--- config.mk ---
export PLATFORM = sky130hd
export DESIGN_NAME = mxd_datapath
export DESIGN_NICKNAME = d
export VERILOG_FILES = /design/src/design/mxd_pkg.sv /design/src/design/mxd_datapath.sv /design/src/design/mxd_phase_seq.sv
export SDC_FILE = /design/constraint.sdc
export NUM_CORES = 1
export LEC_CHECK = 0
export BUFFER_PORTS_ARGS = -buffer_cell sky130_fd_sc_hd__buf_2
export CAP_MARGIN = 20
export CELL_PAD_IN_SITES_DETAIL_PLACEMENT = 1
export CELL_PAD_IN_SITES_GLOBAL_PLACEMENT = 1
export CORE_UTILIZATION = 47
export CTS_CLUSTER_DIAMETER = 200
export DETAILED_ROUTE_END_ITERATION = 6
export GPL_TIMING_DRIVEN = 0
export PLACE_DENSITY_LB_ADDON = 0.1
export SKIP_LAST_GASP = 1
export SYNTH_ARGS = -nofsm -noshare
export SYNTH_HDL_FRONTEND = slang
export SYNTH_SLANG_ARGS = --single-unit
--- constraint.sdc ---
create_clock -name clk_i -period 10.8 [get_ports clk_i]
set_clock_uncertainty 0.1 [all_clocks]
set_input_delay 0.54 -clock clk_i [delete_from_list [all_inputs] [get_ports clk_i]]
set_output_delay 0.54 -clock clk_i [all_outputs]
set_load 0.1 [all_outputs]
--- src/design/mxd_pkg.sv ---
// Package for the multiply / exclusive-OR datapath slice
package mxd_pkg;

  // ****************************************
  // Widths and encodings
  // ****************************************
  localparam int unsigned DATA_W = 8;
  localparam int unsigned PROD_W = 16;
  localparam int unsigned ADDR_W = 12;
  localparam int unsigned BANK_W = 4;

  // Opcode fields of the 16-bit instruction word
  localparam logic [7:0] OPC_MUL_LIT  = 8'h0D;  // 0000 1101 kkkk kkkk
  localparam logic [6:0] OPC_MUL_FILE = 7'h01;  // 0000 001a ffff ffff
  localparam logic [5:0] OPC_XOR_FILE = 6'h06;  // 0001 10da ffff ffff
  localparam int unsigned BIT_ACCESS  = 8;
  localparam int unsigned BIT_DEST    = 9;

  // Access bank: low offsets map to bank 0, high ones to the SFR bank
  localparam logic [7:0]        ACCESS_SPLIT = 8'h80;
  localparam logic [BANK_W-1:0] BANK_LOW     = 4'h0;
  localparam logic [BANK_W-1:0] BANK_SFR     = 4'hF;

  // Status flag positions
  localparam int unsigned FLAG_N = 4;
  localparam int unsigned FLAG_Z = 2;

  // Reset values
  localparam logic [DATA_W-1:0] RST_BYTE = 8'h00;
  localparam logic [PROD_W-1:0] RST_PROD = 16'h0000;

  // Instruction cycle phases
  typedef enum logic [1:0] {
    PH_DECODE,
    PH_READ,
    PH_PROCESS,
    PH_WRITE
  } mxd_phase_e;

  // Decoded operation
  typedef enum logic [1:0] {
    OP_NONE,
    OP_MUL_LIT,
    OP_MUL_FILE,
    OP_XOR_FILE
  } mxd_op_e;

  // File-register port request
  typedef struct packed {
    logic              we;
    logic [ADDR_W-1:0] addr;
    logic [DATA_W-1:0] wdata;
  } mxd_file_req_s;

endpackage : mxd_pkg

--- src/design/mxd_datapath.sv ---
// Multiply and exclusive-OR execution slice of an 8-bit core
//
// Functional notes
// - File multiply: accumulator times addressed file register, unsigned.
// - Product is 16 bits; upper byte into product high register.
// - File multiply leaves accumulator and source register unchanged.
// - Multiplies change no status flag.
// - No overflow or carry from multiply; zero product allowed.
// - Access bit 0 takes operand from access bank, bank pointer ignored.
// - Access bit 1 takes operand bank from bank pointer register.
// - Exclusive-OR computes accumulator XOR addressed file register.
// - Exclusive-OR with destination 0 writes accumulator.
// - Exclusive-OR with destination 1 writes file register back.
`timescale 1ns/100ps

module mxd_datapath (
  // Clock and reset
  input  wire logic                          clk_i,
  input  wire logic                          rst_n_i,
  // Instruction fetch
  input  wire logic [15:0]                   instr_i,
  output logic                               instr_take_o,
  // Core state
  input  wire logic [mxd_pkg::BANK_W-1:0]    bank_pointer_reg_i,
  output logic [mxd_pkg::DATA_W-1:0]         wreg_o,
  output logic [mxd_pkg::DATA_W-1:0]         status_o,
  output logic [mxd_pkg::DATA_W-1:0]         product_high_byte_o,
  output logic [mxd_pkg::DATA_W-1:0]         product_low_byte_o,
  // File register port
  output mxd_pkg::mxd_file_req_s             file_req_o,
  input  wire logic [mxd_pkg::DATA_W-1:0]    file_rdata_i
);

  // ****************************************
  // State
  // ****************************************
  typedef struct packed {
    mxd_pkg::mxd_op_e                op;
    logic                            dest;
    logic [mxd_pkg::DATA_W-1:0]      lit;
    logic [mxd_pkg::ADDR_W-1:0]      addr;
    logic [mxd_pkg::DATA_W-1:0]      opnd;
    logic [mxd_pkg::PROD_W-1:0]      res;
    logic [mxd_pkg::DATA_W-1:0]      wreg;
    logic [mxd_pkg::DATA_W-1:0]      status;
    logic [mxd_pkg::PROD_W-1:0]      prod;
    mxd_pkg::mxd_file_req_s          freq;
  } mxd_state_s;

  mxd_state_s           st_q;
  mxd_state_s           st_d;
  mxd_pkg::mxd_phase_e  phase;

  // Phase sequencer
  mxd_phase_seq u_seq (
    .clk_i   (clk_i),
    .rst_n_i (rst_n_i),
    .phase_o (phase)
  );

  // ****************************************
  // Next state
  // ****************************************
  always_comb begin
    logic [mxd_pkg::BANK_W-1:0] bank;
    bank = mxd_pkg::BANK_LOW;
    st_d = st_q;
    st_d.freq.we = 1'b0;
    case (phase)
      mxd_pkg::PH_DECODE: begin
        st_d.op   = mxd_pkg::OP_NONE;
        st_d.dest = instr_i[mxd_pkg::BIT_DEST];
        st_d.lit  = instr_i[7:0];
        if (instr_i[15:8] == mxd_pkg::OPC_MUL_LIT) begin
          st_d.op = mxd_pkg::OP_MUL_LIT;
        end else if (instr_i[15:9] == mxd_pkg::OPC_MUL_FILE) begin
          st_d.op = mxd_pkg::OP_MUL_FILE;
        end else if (instr_i[15:10] == mxd_pkg::OPC_XOR_FILE) begin
          st_d.op = mxd_pkg::OP_XOR_FILE;
        end
        if (!instr_i[mxd_pkg::BIT_ACCESS]) begin
          bank = (instr_i[7:0] < mxd_pkg::ACCESS_SPLIT) ? mxd_pkg::BANK_LOW
                                                        : mxd_pkg::BANK_SFR;
        end else begin
          bank = bank_pointer_reg_i;
        end
        st_d.addr      = {bank, instr_i[7:0]};
        st_d.freq.addr = {bank, instr_i[7:0]};
      end
      // Operand read
      mxd_pkg::PH_READ: begin
        st_d.opnd = (st_q.op == mxd_pkg::OP_MUL_LIT) ? st_q.lit : file_rdata_i;
      end
      // Process
      mxd_pkg::PH_PROCESS: begin
        if (st_q.op == mxd_pkg::OP_MUL_LIT || st_q.op == mxd_pkg::OP_MUL_FILE) begin
          st_d.res = {mxd_pkg::RST_BYTE, st_q.wreg} * {mxd_pkg::RST_BYTE, st_q.opnd};
        end else begin
          st_d.res = {mxd_pkg::RST_BYTE, st_q.wreg ^ st_q.opnd};
        end
      end
      // Write back
      mxd_pkg::PH_WRITE: begin
        case (st_q.op)
          mxd_pkg::OP_MUL_LIT, mxd_pkg::OP_MUL_FILE: begin
            st_d.prod = st_q.res;
          end
          mxd_pkg::OP_XOR_FILE: begin
            if (!st_q.dest) begin
              st_d.wreg = st_q.res[7:0];
            end else begin
              st_d.freq.we    = 1'b1;
              st_d.freq.wdata = st_q.res[7:0];
            end
            st_d.status[mxd_pkg::FLAG_N] = st_q.res[7];
            st_d.status[mxd_pkg::FLAG_Z] = (st_q.res[7:0] == mxd_pkg::RST_BYTE);
          end
          default: ;
        endcase
      end
      default: ;
    endcase
  end

  // State register
  always_ff @(posedge clk_i) begin
    if (!rst_n_i) begin
      st_q <= '0;
    end else begin
      st_q <= st_d;
    end
  end

  // ****************************************
  // Outputs
  // ****************************************
  assign instr_take_o        = (phase == mxd_pkg::PH_DECODE);
  assign wreg_o              = st_q.wreg;
  assign status_o            = st_q.status;
  assign product_high_byte_o = st_q.prod[15:8];
  assign product_low_byte_o  = st_q.prod[7:0];
  assign file_req_o          = st_q.freq;

  // ****************************************
  // Assertions
  // ****************************************
  property p_mul_product;
    @(posedge clk_i) disable iff (!rst_n_i)
    (phase == mxd_pkg::PH_PROCESS && st_q.op != mxd_pkg::OP_NONE
      && st_q.op != mxd_pkg::OP_XOR_FILE)
      |=> ##1 (st_q.prod == {8'h00, $past(st_q.wreg, 2)} * {8'h00, $past(st_q.opnd, 2)});
  endproperty
  a_mul_product: assert property (p_mul_product) else $error("product mismatch");

  property p_mul_flags;
    @(posedge clk_i) disable iff (!rst_n_i)
    (phase == mxd_pkg::PH_WRITE && st_q.op != mxd_pkg::OP_XOR_FILE)
      |=> $stable(st_q.status) && $stable(st_q.wreg) && !file_req_o.we;
  endproperty
  a_mul_flags: assert property (p_mul_flags) else $error("multiply changed state");

  property p_access_bank;
    @(posedge clk_i) disable iff (!rst_n_i)
    (phase == mxd_pkg::PH_DECODE && !instr_i[mxd_pkg::BIT_ACCESS]
      && instr_i[7:0] < mxd_pkg::ACCESS_SPLIT)
      |=> st_q.addr[11:8] == mxd_pkg::BANK_LOW;
  endproperty
  a_access_bank: assert property (p_access_bank) else $error("access bank wrong");

  property p_bsr_bank;
    @(posedge clk_i) disable iff (!rst_n_i)
    (phase == mxd_pkg::PH_DECODE && instr_i[mxd_pkg::BIT_ACCESS])
      |=> st_q.addr[11:8] == $past(bank_pointer_reg_i);
  endproperty
  a_bsr_bank: assert property (p_bsr_bank) else $error("bank pointer ignored");

  property p_xor_to_w;
    @(posedge clk_i) disable iff (!rst_n_i)
    (phase == mxd_pkg::PH_PROCESS && st_q.op == mxd_pkg::OP_XOR_FILE && !st_q.dest)
      |=> ##1 wreg_o == ($past(st_q.wreg, 2) ^ $past(st_q.opnd, 2));
  endproperty
  a_xor_to_w: assert property (p_xor_to_w) else $error("xor to accumulator wrong");

  property p_xor_to_f;
    @(posedge clk_i) disable iff (!rst_n_i)
    (phase == mxd_pkg::PH_WRITE && st_q.op == mxd_pkg::OP_XOR_FILE && st_q.dest)
      |=> file_req_o.we && file_req_o.wdata == $past(st_q.res[7:0]) && $stable(wreg_o);
  endproperty
  a_xor_to_f: assert property (p_xor_to_f) else $error("xor to file wrong");

  property p_xor_zero;
    @(posedge clk_i) disable iff (!rst_n_i)
    (phase == mxd_pkg::PH_WRITE && st_q.op == mxd_pkg::OP_XOR_FILE)
      |=> status_o[mxd_pkg::FLAG_Z] == ($past(st_q.res[7:0]) == 8'h00)
          && status_o[mxd_pkg::FLAG_N] == $past(st_q.res[7]);
  endproperty
  a_xor_zero: assert property (p_xor_zero) else $error("xor flags wrong");

  property p_one_cycle;
    @(posedge clk_i) disable iff (!rst_n_i)
    instr_take_o |=> !instr_take_o [*3] ##1 instr_take_o;
  endproperty
  a_one_cycle: assert property (p_one_cycle) else $error("cycle length wrong");

  c_mul_lit:  cover property (@(posedge clk_i) disable iff (!rst_n_i)
                              st_q.op == mxd_pkg::OP_MUL_LIT && phase == mxd_pkg::PH_WRITE);
  c_mul_file: cover property (@(posedge clk_i) disable iff (!rst_n_i)
                              st_q.op == mxd_pkg::OP_MUL_FILE && phase == mxd_pkg::PH_WRITE);
  c_xor_file: cover property (@(posedge clk_i) disable iff (!rst_n_i) file_req_o.we);

endmodule : mxd_datapath

--- src/design/mxd_phase_seq.sv ---
// Four-phase instruction cycle sequencer
`timescale 1ns/100ps

module mxd_phase_seq (
  // Clock and reset
  input  wire logic               clk_i,
  input  wire logic               rst_n_i,
  // Phase output
  output mxd_pkg::mxd_phase_e     phase_o
);

  typedef struct packed {
    mxd_pkg::mxd_phase_e ph;
  } mxd_seq_state_s;

  mxd_seq_state_s st_q;
  mxd_seq_state_s st_d;

  // Next phase
  always_comb begin
    st_d = st_q;
    case (st_q.ph)
      mxd_pkg::PH_DECODE:  st_d.ph = mxd_pkg::PH_READ;
      mxd_pkg::PH_READ:    st_d.ph = mxd_pkg::PH_PROCESS;
      mxd_pkg::PH_PROCESS: st_d.ph = mxd_pkg::PH_WRITE;
      mxd_pkg::PH_WRITE:   st_d.ph = mxd_pkg::PH_DECODE;
      default:             st_d.ph = mxd_pkg::PH_DECODE;
    endcase
  end

  // State register
  always_ff @(posedge clk_i) begin
    if (!rst_n_i) begin
      st_q.ph <= mxd_pkg::PH_DECODE;
    end else begin
      st_q <= st_d;
    end
  end

  assign phase_o = st_q.ph;

endmodule : mxd_phase_seq

### After elaboration in Yosys (flattened, before gate mapping)

Cells that the tools add are included.

* register bits: 84
* input bits: 30
* output and inout port bits: 54

* multiply operators: 1
* $lt $le $gt $ge: 1
* equality and inequality tests: 9
* mux-type cells: 9
* bitwise operators: 2
* reductions and logical operators: 9

Operators with widths (number)
* $mul 8x8->16: 1
* $mux 16: 1
* $reduce_and 3->1: 3
* $eq 2x2->1 const B: 4
* $eq 8x4->1 const B: 1
* $logic_not 8->1: 1
* $lt 8x8->1 const B: 1
* $mux 4: 2
* $mux 8: 1
* $pmux 2 s4: 1
* $xor 8x8->8: 1
* $eq 7x1->1 const B: 1
* $eq 6x3->1 const B: 1
* $mux 2: 3
* $eq 2x1->1 const B: 2
* $reduce_and 2->1: 2
* $logic_not 2->1: 1
* $reduce_or 2->1: 1
* $logic_or 1x1->1: 1
* $mux 1: 1
* $not 1->1: 1

### Logic depth before layout (Yosys ltp)

Gate-level depths: netlist of run 1.

* word-level depth: 4
* gate-level depth with buffers: 15

### Cells and area by module

Synthesis of run 1 repeated with hierarchy kept, for this count alone.

* cell total of the unflattened synthesis: 629
* area total of the unflattened synthesis: 5566.6 µm²

By module, submodules not included
* mxd_datapath: times used 1, cells each 621, area an instance 5480.3 µm²
* mxd_phase_seq: times used 1, cells each 8, area an instance 86.3 µm²

### Least setup slack after synthesis of run 1

Ideal clock, no wire load.

* path type: register -> register
* from: register st_q (netlist bit wreg_o[0])
* to: register st_q[67] in the netlist's numbering
* library setup time: 117 ps
* data arrival time: 4276 ps
* setup slack: 6306 ps
* cell stages (with the launch flop): 15
* path through: dfxtp_1 nand2_1 fa_1 fa_1 inv_1 fa_1 inv_1 fa_1 inv_1 ha_1 a21o_1 a31oi_4 a21oi_2 or4_1 a32o_1

* word-level cells in the longest chain between the ends: 2

RTL lines
* start: declaration: line mxd_datapath.sv:50 `mxd_state_s st_q;`
* start signal: assignment: line mxd_datapath.sv:130 `st_q <= st_d;`
* $mul 8x8->16: line mxd_datapath.sv:97 `st_d.res = {mxd_pkg::RST_BYTE, st_q.wreg} * {mxd_pkg::RST_BYTE, st_q.opnd};`
* $mux 16: line mxd_datapath.sv:96 `if (st_q.op == mxd_pkg::OP_MUL_LIT || st_q.op == mxd_pkg::OP_MUL_FILE) begin`

No other way between the ends.
A chain may end at the register's enable or synchronous reset.

### Final worst setup path of run 1

Same ends and word-level chain as after synthesis.

==> results.json, run 1 <==
{
  "rsz0062_at_grt": "no",
  "period_minus_slack_ps": 4990,
  "proportion_of_layout_cells_with_a_drive_suffix_above_1_pct": 20.1,
  "fp.dieH_um": 110,
  "gp_routability_congestion": 0.819,
  "cts_setup_buffers": 0,
  "switching_share_pct": 38.6,
  "critical_path.startpoint_type": "register",
  "ctsLongestPathBuffers": 2,
  "synth_enable_flop_cells": 0,
  "fp.dieArea_mm2": 0.0121,
  "io_buffers": 76,
  "r2r_cells": 14,
  "relSlewSlack_pct": 55.3,
  "yosys_warnings": 0,
  "total_half_perimeter_wirelength_after_legalization_and_detailed_placement_um": 11200,
  "finalHoldWorstSlack_ps": 339,
  "placement.setup.worst_slack_ps": 5810,
  "finalWirelength_um": 14200,
  "area_growth_from_synthesis_to_layout_pct": 15.3,
  "num_rows": 39,
  "peakVddDrop_uv": 131,
  "timing_worst_slew_pin_value_ps": 670,
  "postSynthAreaPerCell_um2": 8.62,
  "flip_flop_and_latch_count_after_synthesis": 76,
  "report.final.setup_viol": 0,
  "p_leak_nw": 3.20,
  "ys_dominant_reg_cell": "sky130_fd_sc_hd__dfxtp_1",
  "synth_async_sr_flop_share_pct": 0,
  "synthCells": 636,
  "criticalPathCategory": "reg -> reg",
  "vias_per_cell": 5.26,
  "finish.net_count": 844,
  "drt_drc_violations_left": 0,
  "combPwrFrac_pct": 27.3,
  "maxSlewViolCount": 0,
  "crit_required_ps": 10930,
  "gr-total-overflow": 0,
  "outcome": "complete, no violations",
  "cts-root-buf": "sky130_fd_sc_hd__clkbuf_16",
  "fillerInstances": 1406,
  "arrival_ps": 5120,
  "layout.cells.most_common_list": "88 x sky130_fd_sc_hd__nand2_1, 77 x sky130_fd_sc_hd__buf_2, 76 x sky130_fd_sc_hd__dfxtp_1, 58 x sky130_fd_sc_hd__inv_1",
  "fmaxAchievable_ghz": 0.201,
  "drt_iter0_markers": 123,
  "tritoncts_clock_tree": "done",
  "ant_nets": 0,
  "syn-cell-area_mm2": 0.00548,
  "cts-buffers-inserted": 9,
  "cts.repair.resized": 0,
  "power.internal_mw": 0.532,
  "clock_latency_ps": 340,
  "first_global_vias": 5014,
  "layout_setup_ws_ps": 5810,
  "layout.cells.most_common": "sky130_fd_sc_hd__nand2_1",
  "antenna_cells_inserted": 0,
  "cts.htree.levels": 3,
  "hold_depth": 3,
  "core_area_mm2": 0.0114,
  "die_width_um": 110,
  "power_switching_mw": 0.334,
  "number_of_hold_repair_buffers_added_at_the_cts_stage": 0,
  "cp-end-kind": "register",
  "share_seq_of_total_power_pct": 41.2,
  "netlist-cell-type-count": 49,
  "floorplan.initialDensity_pct": 48.2,
  "max-cap-violations": 0,
  "grt_start_max_net_pins": 13,
  "pin_count": 84,
  "global_route.usage.total_pct": 25.9,
  "post-route-util_pct": 55.6,
  "powerDensity_mw_per_mm2": 137,
  "grt_first_pass_wirelength_um": 23700,
  "report.final.hold_viol_count": 0,
  "dr.pass1.iters": 4,
  "final_setup_tns_ps": 0,
  "clock_input_transition_at_the_sequential_cells_of_the_worst_setup_and_hold_paths_ps": 60,
  "crit_path_max_fanout": 10,
  "finalCritPeriodShare_pct": 46.2,
  "seq_area_frac_synth_pct": 27.7,
  "hold_class": "in -> reg",
  "number_of_antenna_violations_at_the_first_check_in_global_routing": 0,
  "numClockSinks": 76,
  "routed-via-count": 4606,
  "clockPowerShare_pct": 31.6,
  "drt-wirelength-per-cell_um": 16.3
}
[power groups by stage]
stage	registers (mW)	clock network (mW)	logic [mW]
global route	0.361	0.291	0.253
floorplan	0.339	0	0.196
global placement	0.360	0	0.228
detailed placement	0.362	0	0.235
finish	0.356	0.274	0.236
CTS	0.356	0.277	0.238
[cell type report]
cell class	instances	area, um^2	share of cell area, %
Clock inverter	4	26.3	0.416
Sequential cell	76	1520	24.1
Tap cell	143	179	2.83
Clock buffer	12	236	3.74
Inverter	59	221	3.50
Multi-Input combinational cell	431	3280	51.8
Buffer	75	482	7.62
Timing Repair Buffer	76	380	6.02
[per-layer routing]
| layer | vias up | GRT usage [%] | wire length, um |
|---|---|---|---|
| li1 | 2220 | - | - |
| met1 | 2248 | 29.8 | 5900 |
| met2 | 107 | 47.4 | 7390 |
| met3 | 31 | 4.88 | 629 |
| met4 | 0 | 9.24 | 319 |
| met5 | - | 0 | 0 |
[flip-flops by register name (all words and copies together) (netlist names)]
register and flops:
wreg_o 8, status_o 2, product_high_byte_o 8, file_req_o 14, st_q 34, u_seq.phase_o 2
product_low_byte_o 8
[worst paths after layout]
kind                                          endpoint              startpoint  slack, ps
worst max-delay path                          st_q[67]               wreg_o[0]       5810
worst min-delay path                          st_q[91]              instr_i[2]        340
worst max register to register                st_q[67]               wreg_o[0]       5810
worst min register to register  product_high_byte_o[6]  product_high_byte_o[6]        360
[stage by stage]
step                      instances  power [mW]  instance area [um^2]
after global placement          860       0.588                  6060
after floorplan                 641       0.535                  5500
after detailed placement        860       0.597                  6060
final                           876       0.866                  6320
after global routing            876       0.906                  6320
after CTS                       876       0.871                  6320
[critical path, cell delays in order, from the launching register on]
cell and delay, ps:
sky130_fd_sc_hd__dfxtp_1 570, sky130_fd_sc_hd__nand2_1 150, sky130_fd_sc_hd__fa_1 530, sky130_fd_sc_hd__fa_1 540, sky130_fd_sc_hd__inv_1 60, sky130_fd_sc_hd__fa_1 530
sky130_fd_sc_hd__inv_1 60, sky130_fd_sc_hd__fa_1 550, sky130_fd_sc_hd__inv_1 50, sky130_fd_sc_hd__ha_1 390, sky130_fd_sc_hd__a21o_1 270, sky130_fd_sc_hd__a31oi_4 240
sky130_fd_sc_hd__a21oi_2 100, sky130_fd_sc_hd__or4_1 480, sky130_fd_sc_hd__a32o_1 260
[cell usage after synthesis, types with 2 or more instances]
cell type	instances	area, um^2
sky130_fd_sc_hd__nand2_1	88	330
sky130_fd_sc_hd__buf_4	53	398
sky130_fd_sc_hd__ha_1	50	626
sky130_fd_sc_hd__fa_1	36	721
sky130_fd_sc_hd__xnor2_1	2	17.5
sky130_fd_sc_hd__nand4_1	2	12.5
sky130_fd_sc_hd__a21o_1	5	37.5
sky130_fd_sc_hd__buf_1	2	7.51
sky130_fd_sc_hd__mux2i_1	22	220
sky130_fd_sc_hd__a211oi_1	14	105
sky130_fd_sc_hd__nand3_1	7	35.0
sky130_fd_sc_hd__a31oi_1	3	18.8
sky130_fd_sc_hd__o21ai_0	14	70.1
sky130_fd_sc_hd__inv_1	58	218
sky130_fd_sc_hd__dfxtp_1	76	1520
sky130_fd_sc_hd__a32o_1	5	50.1
sky130_fd_sc_hd__or3_1	4	25.0
sky130_fd_sc_hd__and2_1	48	300
sky130_fd_sc_hd__a21oi_1	53	265
sky130_fd_sc_hd__o21a_1	2	15.0
sky130_fd_sc_hd__nor2_1	35	131
sky130_fd_sc_hd__and3_1	4	25.0
sky130_fd_sc_hd__nand2b_1	3	18.8
sky130_fd_sc_hd__nor2b_1	6	37.5
sky130_fd_sc_hd__nor4_1	2	12.5
sky130_fd_sc_hd__clkbuf_1	19	71.3
[logic make-up after synthesis]
group / synth area share, %
other: 0.0684
and+or+nand+nor: 17.6
adders and majority gates: 24.6
muxes: 4.02
xor gates and xnor gates: 0.479
buffers and inverters: 12.8
AOI/OAI and AO/OA: 12.7
DFF: 27.7
No activity file was read; power rests on OpenSTA's default activity.
==> run 2, diff against run 1 <==
--- a/config.mk
+++ b/config.mk
@@ -5,11 +5,12 @@
 export SDC_FILE = /design/constraint.sdc
 export NUM_CORES = 1
 export LEC_CHECK = 0
+export ABC_AREA = 1
 export BUFFER_PORTS_ARGS = -buffer_cell sky130_fd_sc_hd__buf_2
 export CAP_MARGIN = 20
 export CELL_PAD_IN_SITES_DETAIL_PLACEMENT = 1
 export CELL_PAD_IN_SITES_GLOBAL_PLACEMENT = 1
-export CORE_UTILIZATION = 47
+export CORE_UTILIZATION = 38
 export CTS_CLUSTER_DIAMETER = 200
 export DETAILED_ROUTE_END_ITERATION = 6
 export GPL_TIMING_DRIVEN = 0
==> constraint.sdc (replaced) <==
create_clock -name clk_i -period 4.5 [get_ports clk_i]
set_clock_uncertainty 0.1 [all_clocks]
set_input_delay 0.225 -clock clk_i [delete_from_list [all_inputs] [get_ports clk_i]]
set_output_delay 0.225 -clock clk_i [all_outputs]
set_load 0.1 [all_outputs]
==> results.json, run 2 <==
{
  "num_rows": 45,
  "total_half_perimeter_wirelength_after_legalization_and_detailed_placement_um": 13900,
  "critical_path.startpoint_type": "register",
  "finalHoldWorstSlack_ps": 15.7,
  "report.final.hold_viol_count": 0,
  "flip_flop_and_latch_count_after_synthesis": 76,
  "syn-cell-area_mm2": 0.00587,
  "relSlewSlack_pct": 58.7,
  "dr.pass1.iters": 4,
  "cts-root-buf": "sky130_fd_sc_hd__clkbuf_16",
  "hold_depth": 3,
  "global_route.usage.total_pct": 22.7,
  "fraction_of_synthesized_cell_area_taken_by_the_top_area_cell_type_pct": 25.9,
  "cts.htree.levels": 3,
  "maxSlewViolCount": 0,
  "post_synth_main_area_contributors": "sky130_fd_sc_hd__dfxtp_1 26%, sky130_fd_sc_hd__fa_1 12%, sky130_fd_sc_hd__inv_1 11%, sky130_fd_sc_hd__ha_1 11%, sky130_fd_sc_hd__nand2_1 10%",
  "core_area_mm2": 0.0151,
  "fp.dieArea_mm2": 0.0159,
  "drt_iter0_markers": 237,
  "synthTopCellsByCount": "169 x sky130_fd_sc_hd__inv_1, 161 x sky130_fd_sc_hd__nand2_1, 76 x sky130_fd_sc_hd__dfxtp_1, 56 x sky130_fd_sc_hd__buf_4, 50 x sky130_fd_sc_hd__ha_1",
  "r2r_cells": 19,
  "period_minus_slack_ps": 4280,
  "highest-signal-layer": "met4",
  "die_width_um": 126,
  "synth_async_sr_flop_share_pct": 0,
  "finish.net_count": 1014,
  "fillerInstances": 1968,
  "peakVddDrop_uv": 303,
  "worstReg2RegStart": "wreg_o[5]",
  "area_growth_from_synthesis_to_layout_pct": 16.5,
  "clock_latency_ps": 340,
  "report.final.setup_viol": 0,
  "vias_per_cell": 4.88,
  "layout.cells.most_common": "sky130_fd_sc_hd__inv_1",
  "r2r-end": "st_q[67]",
  "yosys_warnings": 0,
  "arrival_ps": 4460,
  "hold_path_startpoint": "instr_i[0]",
  "hold_end": "st_q[89]",
  "clock_input_transition_at_the_sequential_cells_of_the_worst_setup_and_hold_paths_ps": 60,
  "ys_dominant_reg_cell": "sky130_fd_sc_hd__dfxtp_1",
  "setup.reg_to_reg.worst_slack_ps": 220,
  "tritoncts_clock_tree": "done",
  "pin_count": 84,
  "crit_path_max_fanout": 8,
  "timing_worst_slew_pin_value_ps": 620,
  "floorplan.initialDensity_pct": 38.7,
  "hold_class": "in -> reg",
  "io_buffers": 76,
  "rsz0062_at_grt": "no",
  "seq_area_frac_synth_pct": 25.9,
  "cp-end-kind": "register",
  "finalWirelength_um": 17100,
  "synthCells": 805,
  "grt_first_pass_wirelength_um": 28000,
  "criticalPathCategory": "reg -> reg",
  "grt_start_max_net_pins": 14,
  "fmaxAchievable_ghz": 0.234,
  "synth_enable_flop_cells": 0,
  "ant_nets": 0,
  "finalCritPeriodShare_pct": 95.1,
  "powerDensity_mw_per_mm2": 347,
  "gp_routability_congestion": 0.882,
  "first_global_vias": 5602,
  "layout_setup_ws_ps": 220,
  "number_of_antenna_violations_at_the_first_check_in_global_routing": 0,
  "fp.dieH_um": 126,
  "postSynthAreaPerCell_um2": 7.29,
  "netlist-cell-type-count": 35,
  "synthMostInstantiatedCell": "sky130_fd_sc_hd__inv_1",
  "layout.cells.most_common_list": "169 x sky130_fd_sc_hd__inv_1, 161 x sky130_fd_sc_hd__nand2_1, 87 x sky130_fd_sc_hd__buf_2, 75 x sky130_fd_sc_hd__dfxtp_1, 61 x sky130_fd_sc_hd__buf_4",
  "routed-via-count": 5324,
  "gr-total-overflow": 0,
  "proportion_of_layout_cells_with_a_drive_suffix_above_1_pct": 21.0,
  "synth.largest_area_cell": "sky130_fd_sc_hd__dfxtp_1",
  "outcome": "complete, no violations",
  "largest_reg_flops": 34,
  "placement.setup.worst_slack_ps": -34.6,
  "most_flop_heavy_register": "st_q",
  "ctsLongestPathBuffers": 2,
  "total_power_mw": 2.37,
  "total_length_of_routed_met2_wires_um": 8580,
  "met3RoutedLength_um": 613,
  "m1WireLength_um": 7650,
  "numClockSinks": 76,
  "antenna_cells_inserted": 0,
  "drt_drc_violations_left": 0,
  "max-cap-violations": 0,
  "cts-buffers-inserted": 9,
  "crit_required_ps": 4680,
  "drt-wirelength-per-cell_um": 15.7,
  "cts_setup_buffers": 0,
  "p_leak_nw": 4.10
}
## run 2: timing repair
item	CTS	global route
hold endpoints to repair	1	0
resized for setup	5	44
setup endpoints to repair	4	8
hold buffers	1	0
pin swaps	0	0
## run 2: area by class of cell
type                            count  area (um^2)  share of cell area, %
Buffer                             91          601                   8.79
Clock inverter                      5         36.3                  0.531
Inverter                          173          649                   9.50
Sequential cell                    76         1520                   22.3
Multi-Input combinational cell    470         3160                   46.2
Tap cell                          188          235                   3.44
Clock buffer                       11          243                   3.55
Timing Repair Buffer               77          390                   5.71
## run 2: through the flow
stage	util (%)	setup TNS [ps]	cell area (um^2)	std cells
finish	45.1	0	6830	1091
global placement	42.9	0	6500	1074
detailed placement	42.9	-61.2	6500	1074
CTS	44.9	0	6800	1091
floorplan	-	0	5880	810
global route	45.1	0	6830	1091
## run 2: how the worst max path moves through the flow
| stage | startpoint | endpoint | slack [ps] | cells past startpoint |
|---|---|---|---|---|
| finish | wreg_o[5] | st_q[67] | 220 | 19 |
| global route | wreg_o[0] | st_q[68] | 2 | 18 |
| CTS | wreg_o[1] | st_q[67] | 10 | 19 |
| detailed placement | wreg_o[0] | st_q[67] | -30 | 19 |
| global placement | wreg_o[0] | st_q[68] | 30 | 18 |
| floorplan | wreg_o[0] | st_q[68] | 490 | 18 |
## run 2: per-layer routing
layer	vias to the layer above	GRT usage (%)
met5	-	0
li1	2596	-
met3	24	4.04
met1	2603	28.3
met4	0	6.52
met2	101	39.9
## run 2: critical path, cell delays in order, from the launching register on
cell and delay, ps:
sky130_fd_sc_hd__dfxtp_1 430, sky130_fd_sc_hd__clkbuf_4 260, sky130_fd_sc_hd__nand2_1 70, sky130_fd_sc_hd__inv_1 90, sky130_fd_sc_hd__fa_1 400, sky130_fd_sc_hd__fa_1 470
sky130_fd_sc_hd__fa_1 540, sky130_fd_sc_hd__inv_1 50, sky130_fd_sc_hd__fa_1 530, sky130_fd_sc_hd__inv_1 50, sky130_fd_sc_hd__ha_1 380, sky130_fd_sc_hd__nand2_1 110
sky130_fd_sc_hd__nand2_1 80, sky130_fd_sc_hd__inv_1 100, sky130_fd_sc_hd__nand2_1 70, sky130_fd_sc_hd__nand2_1 90, sky130_fd_sc_hd__nand3_1 90, sky130_fd_sc_hd__nand2_1 60
sky130_fd_sc_hd__nand3_1 100, sky130_fd_sc_hd__a21oi_1 140
## run 2: cells by family after synthesis
family	synth area share, %
other	0.0639
xor gates and xnor gates	0.448
adders and majority gates	23.0
and+or+nand+nor	19.4
AOI/OAI and AO/OA	10.5
buffers and inverters	20.7
DFF	25.9
## run 2: where the power goes
part,internal [mW],switching [mW]
Combinational,0.209,0.651
Clock,0.390,0.295
Sequential,0.757,0.0721
Total,1.36,1.02
==> run 3, diff against run 2 <==
--- a/config.mk
+++ b/config.mk
@@ -5,12 +5,11 @@
 export SDC_FILE = /design/constraint.sdc
 export NUM_CORES = 1
 export LEC_CHECK = 0
-export ABC_AREA = 1
 export BUFFER_PORTS_ARGS = -buffer_cell sky130_fd_sc_hd__buf_2
 export CAP_MARGIN = 20
 export CELL_PAD_IN_SITES_DETAIL_PLACEMENT = 1
 export CELL_PAD_IN_SITES_GLOBAL_PLACEMENT = 1
-export CORE_UTILIZATION = 38
+export CORE_UTILIZATION = 39
 export CTS_CLUSTER_DIAMETER = 200
 export DETAILED_ROUTE_END_ITERATION = 6
 export GPL_TIMING_DRIVEN = 0
==> results.json, run 3 (same netlist as run 1, synthesis figures left out) <==
{
  "critical_path.max_stage_delay_ps": 560,
  "fp.dieH_um": 121,
  "core_area_mm2": 0.0135,
  "layout.cells.most_common_list": "86 x sky130_fd_sc_hd__nand2_1, 78 x sky130_fd_sc_hd__buf_2, 75 x sky130_fd_sc_hd__buf_4, 62 x sky130_fd_sc_hd__dfxtp_1, 55 x sky130_fd_sc_hd__inv_1",
  "proportion_of_layout_cells_with_a_drive_suffix_above_1_pct": 27.0,
  "drt-wirelength-per-cell_um": 15.8,
  "dr.pass1.iters": 4,
  "crit_top_cell": "sky130_fd_sc_hd__fa_1",
  "powerDensity_mw_per_mm2": 343,
  "peakVddDrop_uv": 296,
  "numClockSinks": 76,
  "num_rows": 42,
  "switching_share_pct": 35.7,
  "largest_reg_flops": 34,
  "gr-total-overflow": 0,
  "power_switching_mw": 0.827,
  "cts.htree.levels": 3,
  "share_seq_of_total_power_pct": 36.8,
  "fillerInstances": 1650,
  "hold_class": "in -> reg",
  "tritoncts_clock_tree": "done",
  "report.final.setup_viol": 0,
  "critical_path.startpoint_type": "register",
  "fmaxAchievable_ghz": 0.228,
  "clock_input_transition_at_the_sequential_cells_of_the_worst_setup_and_hold_paths_ps": 60,
  "total_half_perimeter_wirelength_after_legalization_and_detailed_placement_um": 11200,
  "cpLargestDelayFamily": "adder cells",
  "finalWirelength_um": 14700,
  "crit_slowest_cell": "sky130_fd_sc_hd__fa_1",
  "io_buffers": 76,
  "critical_path.cell_chain": "buf_4 -> and2_4 -> fa_2 -> fa_1 -> fa_1 -> inv_1 -> fa_1 -> inv_2 -> ha_4 -> a21o_1 -> a31oi_4 -> buf_6 -> a21oi_1 -> or3_1 -> a32o_1",
  "period_minus_slack_ps": 4380,
  "total_power_mw": 2.32,
  "outcome": "complete, no violations",
  "routed-via-count": 4748,
  "report.final.hold_viol_count": 0,
  "cts-buffers-inserted": 9,
  "cts-root-buf": "sky130_fd_sc_hd__clkbuf_16",
  "finalCritPeriodShare_pct": 97.4,
  "area_growth_from_synthesis_to_layout_pct": 23.4,
  "crit_path_max_fanout": 6,
  "layout.cells.most_common": "sky130_fd_sc_hd__nand2_1",
  "post-route-util_pct": 50.3,
  "gp_routability_congestion": 0.816,
  "combPwrFrac_pct": 26.3,
  "antenna_cells_inserted": 0,
  "floorplan.initialDensity_pct": 40.8,
  "maxSlewViolCount": 0,
  "number_of_antenna_violations_at_the_first_check_in_global_routing": 0,
  "cp-end-kind": "register",
  "ctsLongestPathBuffers": 2,
  "finish.net_count": 869,
  "rsz0062_at_grt": "yes",
  "grt_first_pass_wirelength_um": 24600,
  "drt_iter0_markers": 151,
  "worstPathBufferInverterCount": 4,
  "arrival_ps": 4520,
  "ant_nets": 0,
  "timing_worst_slew_pin_value_ps": 660,
  "fp.dieArea_mm2": 0.0145,
  "vias_per_cell": 5.08,
  "relSlewSlack_pct": 56.0,
  "max-cap-violations": 0,
  "clock_latency_ps": 340,
  "drt_drc_violations_left": 0,
  "clockPowerShare_pct": 36.9,
  "criticalPathCategory": "reg -> reg",
  "power.internal_mw": 1.49,
  "p_leak_nw": 3.37,
  "grt_start_max_net_pins": 14,
  "global_route.usage.total_pct": 21.8,
  "crit_required_ps": 4630,
  "first_global_vias": 4923,
  "die_width_um": 121,
  "most_flop_heavy_register": "st_q",
  "pin_count": 84
}
==> run 3: path summary, 6_finish.rpt <==
path                         start               endpoint  slack, ps  depth (start not counted)
max                      wreg_o[2]               st_q[65]        120                         15
min                     instr_i[5]               st_q[94]         30                          3
max reg2reg              wreg_o[2]               st_q[65]        120                         15
min reg2reg  product_low_byte_o[0]  product_low_byte_o[0]        350                          2
==> run 3: power by group through the flow <==
stage | registers, mW | logic, mW | clock network, mW
after floorplan | 0.814 | 0.470 | 0
after global placement | 0.870 | 0.552 | 0
after detailed placement | 0.875 | 0.561 | 0
after CTS | 0.854 | 0.605 | 0.870
after global routing | 0.864 | 0.656 | 0.904
final | 0.853 | 0.609 | 0.855
==> run 3: routing by layer <==
metal  part of all wire, %  up-vias  GRT usage, %
met5                     0        -             0
met4                   2.0        0          6.48
met3                   4.0       23          4.15
met2                    50       91          38.6
met1                    44     2356          26.7
li1                      -     2278             -
==> run 3: layout make-up <==
class / instances / area [um^2] / share of cell area, %
Timing Repair Buffer: 101 / 567 / 8.38
Inverter: 59 / 221 / 3.27
Clock buffer: 11 / 243 / 3.59
Tap cell: 176 / 220 / 3.26
Sequential cell: 76 / 1570 / 23.3
Multi-Input combinational cell: 431 / 3350 / 49.5
Buffer: 75 / 482 / 7.12
Clock inverter: 5 / 108 / 1.59
==> run 3: timing repair <==
action                     CTS  global route
hold buffers                 0             0
buffers inserted            13            12
setup endpoints to repair    8             6
resized for setup           32            20
pin swaps                    6            26
==> run 3: stage by stage <==
step | hold WS [ps] | TNS (ps) | area, um^2 | cells | worst slack (ps)
floorplan | 272 | 0 | 5500 | 641 | 6.36
global placement | 345 | -1680 | 6100 | 893 | -425
detailed placement | 349 | -2200 | 6100 | 893 | -493
CTS | 18.1 | -27.5 | 6630 | 922 | -27.5
global route | 29.6 | -16.3 | 6770 | 934 | -8.24
finish | 26.3 | 0 | 6770 | 934 | 115
==> run 3: tightest hold or removal path, delay by kind of cell <==
kind | cells | cell delay (ps)
AND/OR/NAND/NOR | 1 | 70
multiplexers | 1 | 60
buffers and inverters | 1 | 70
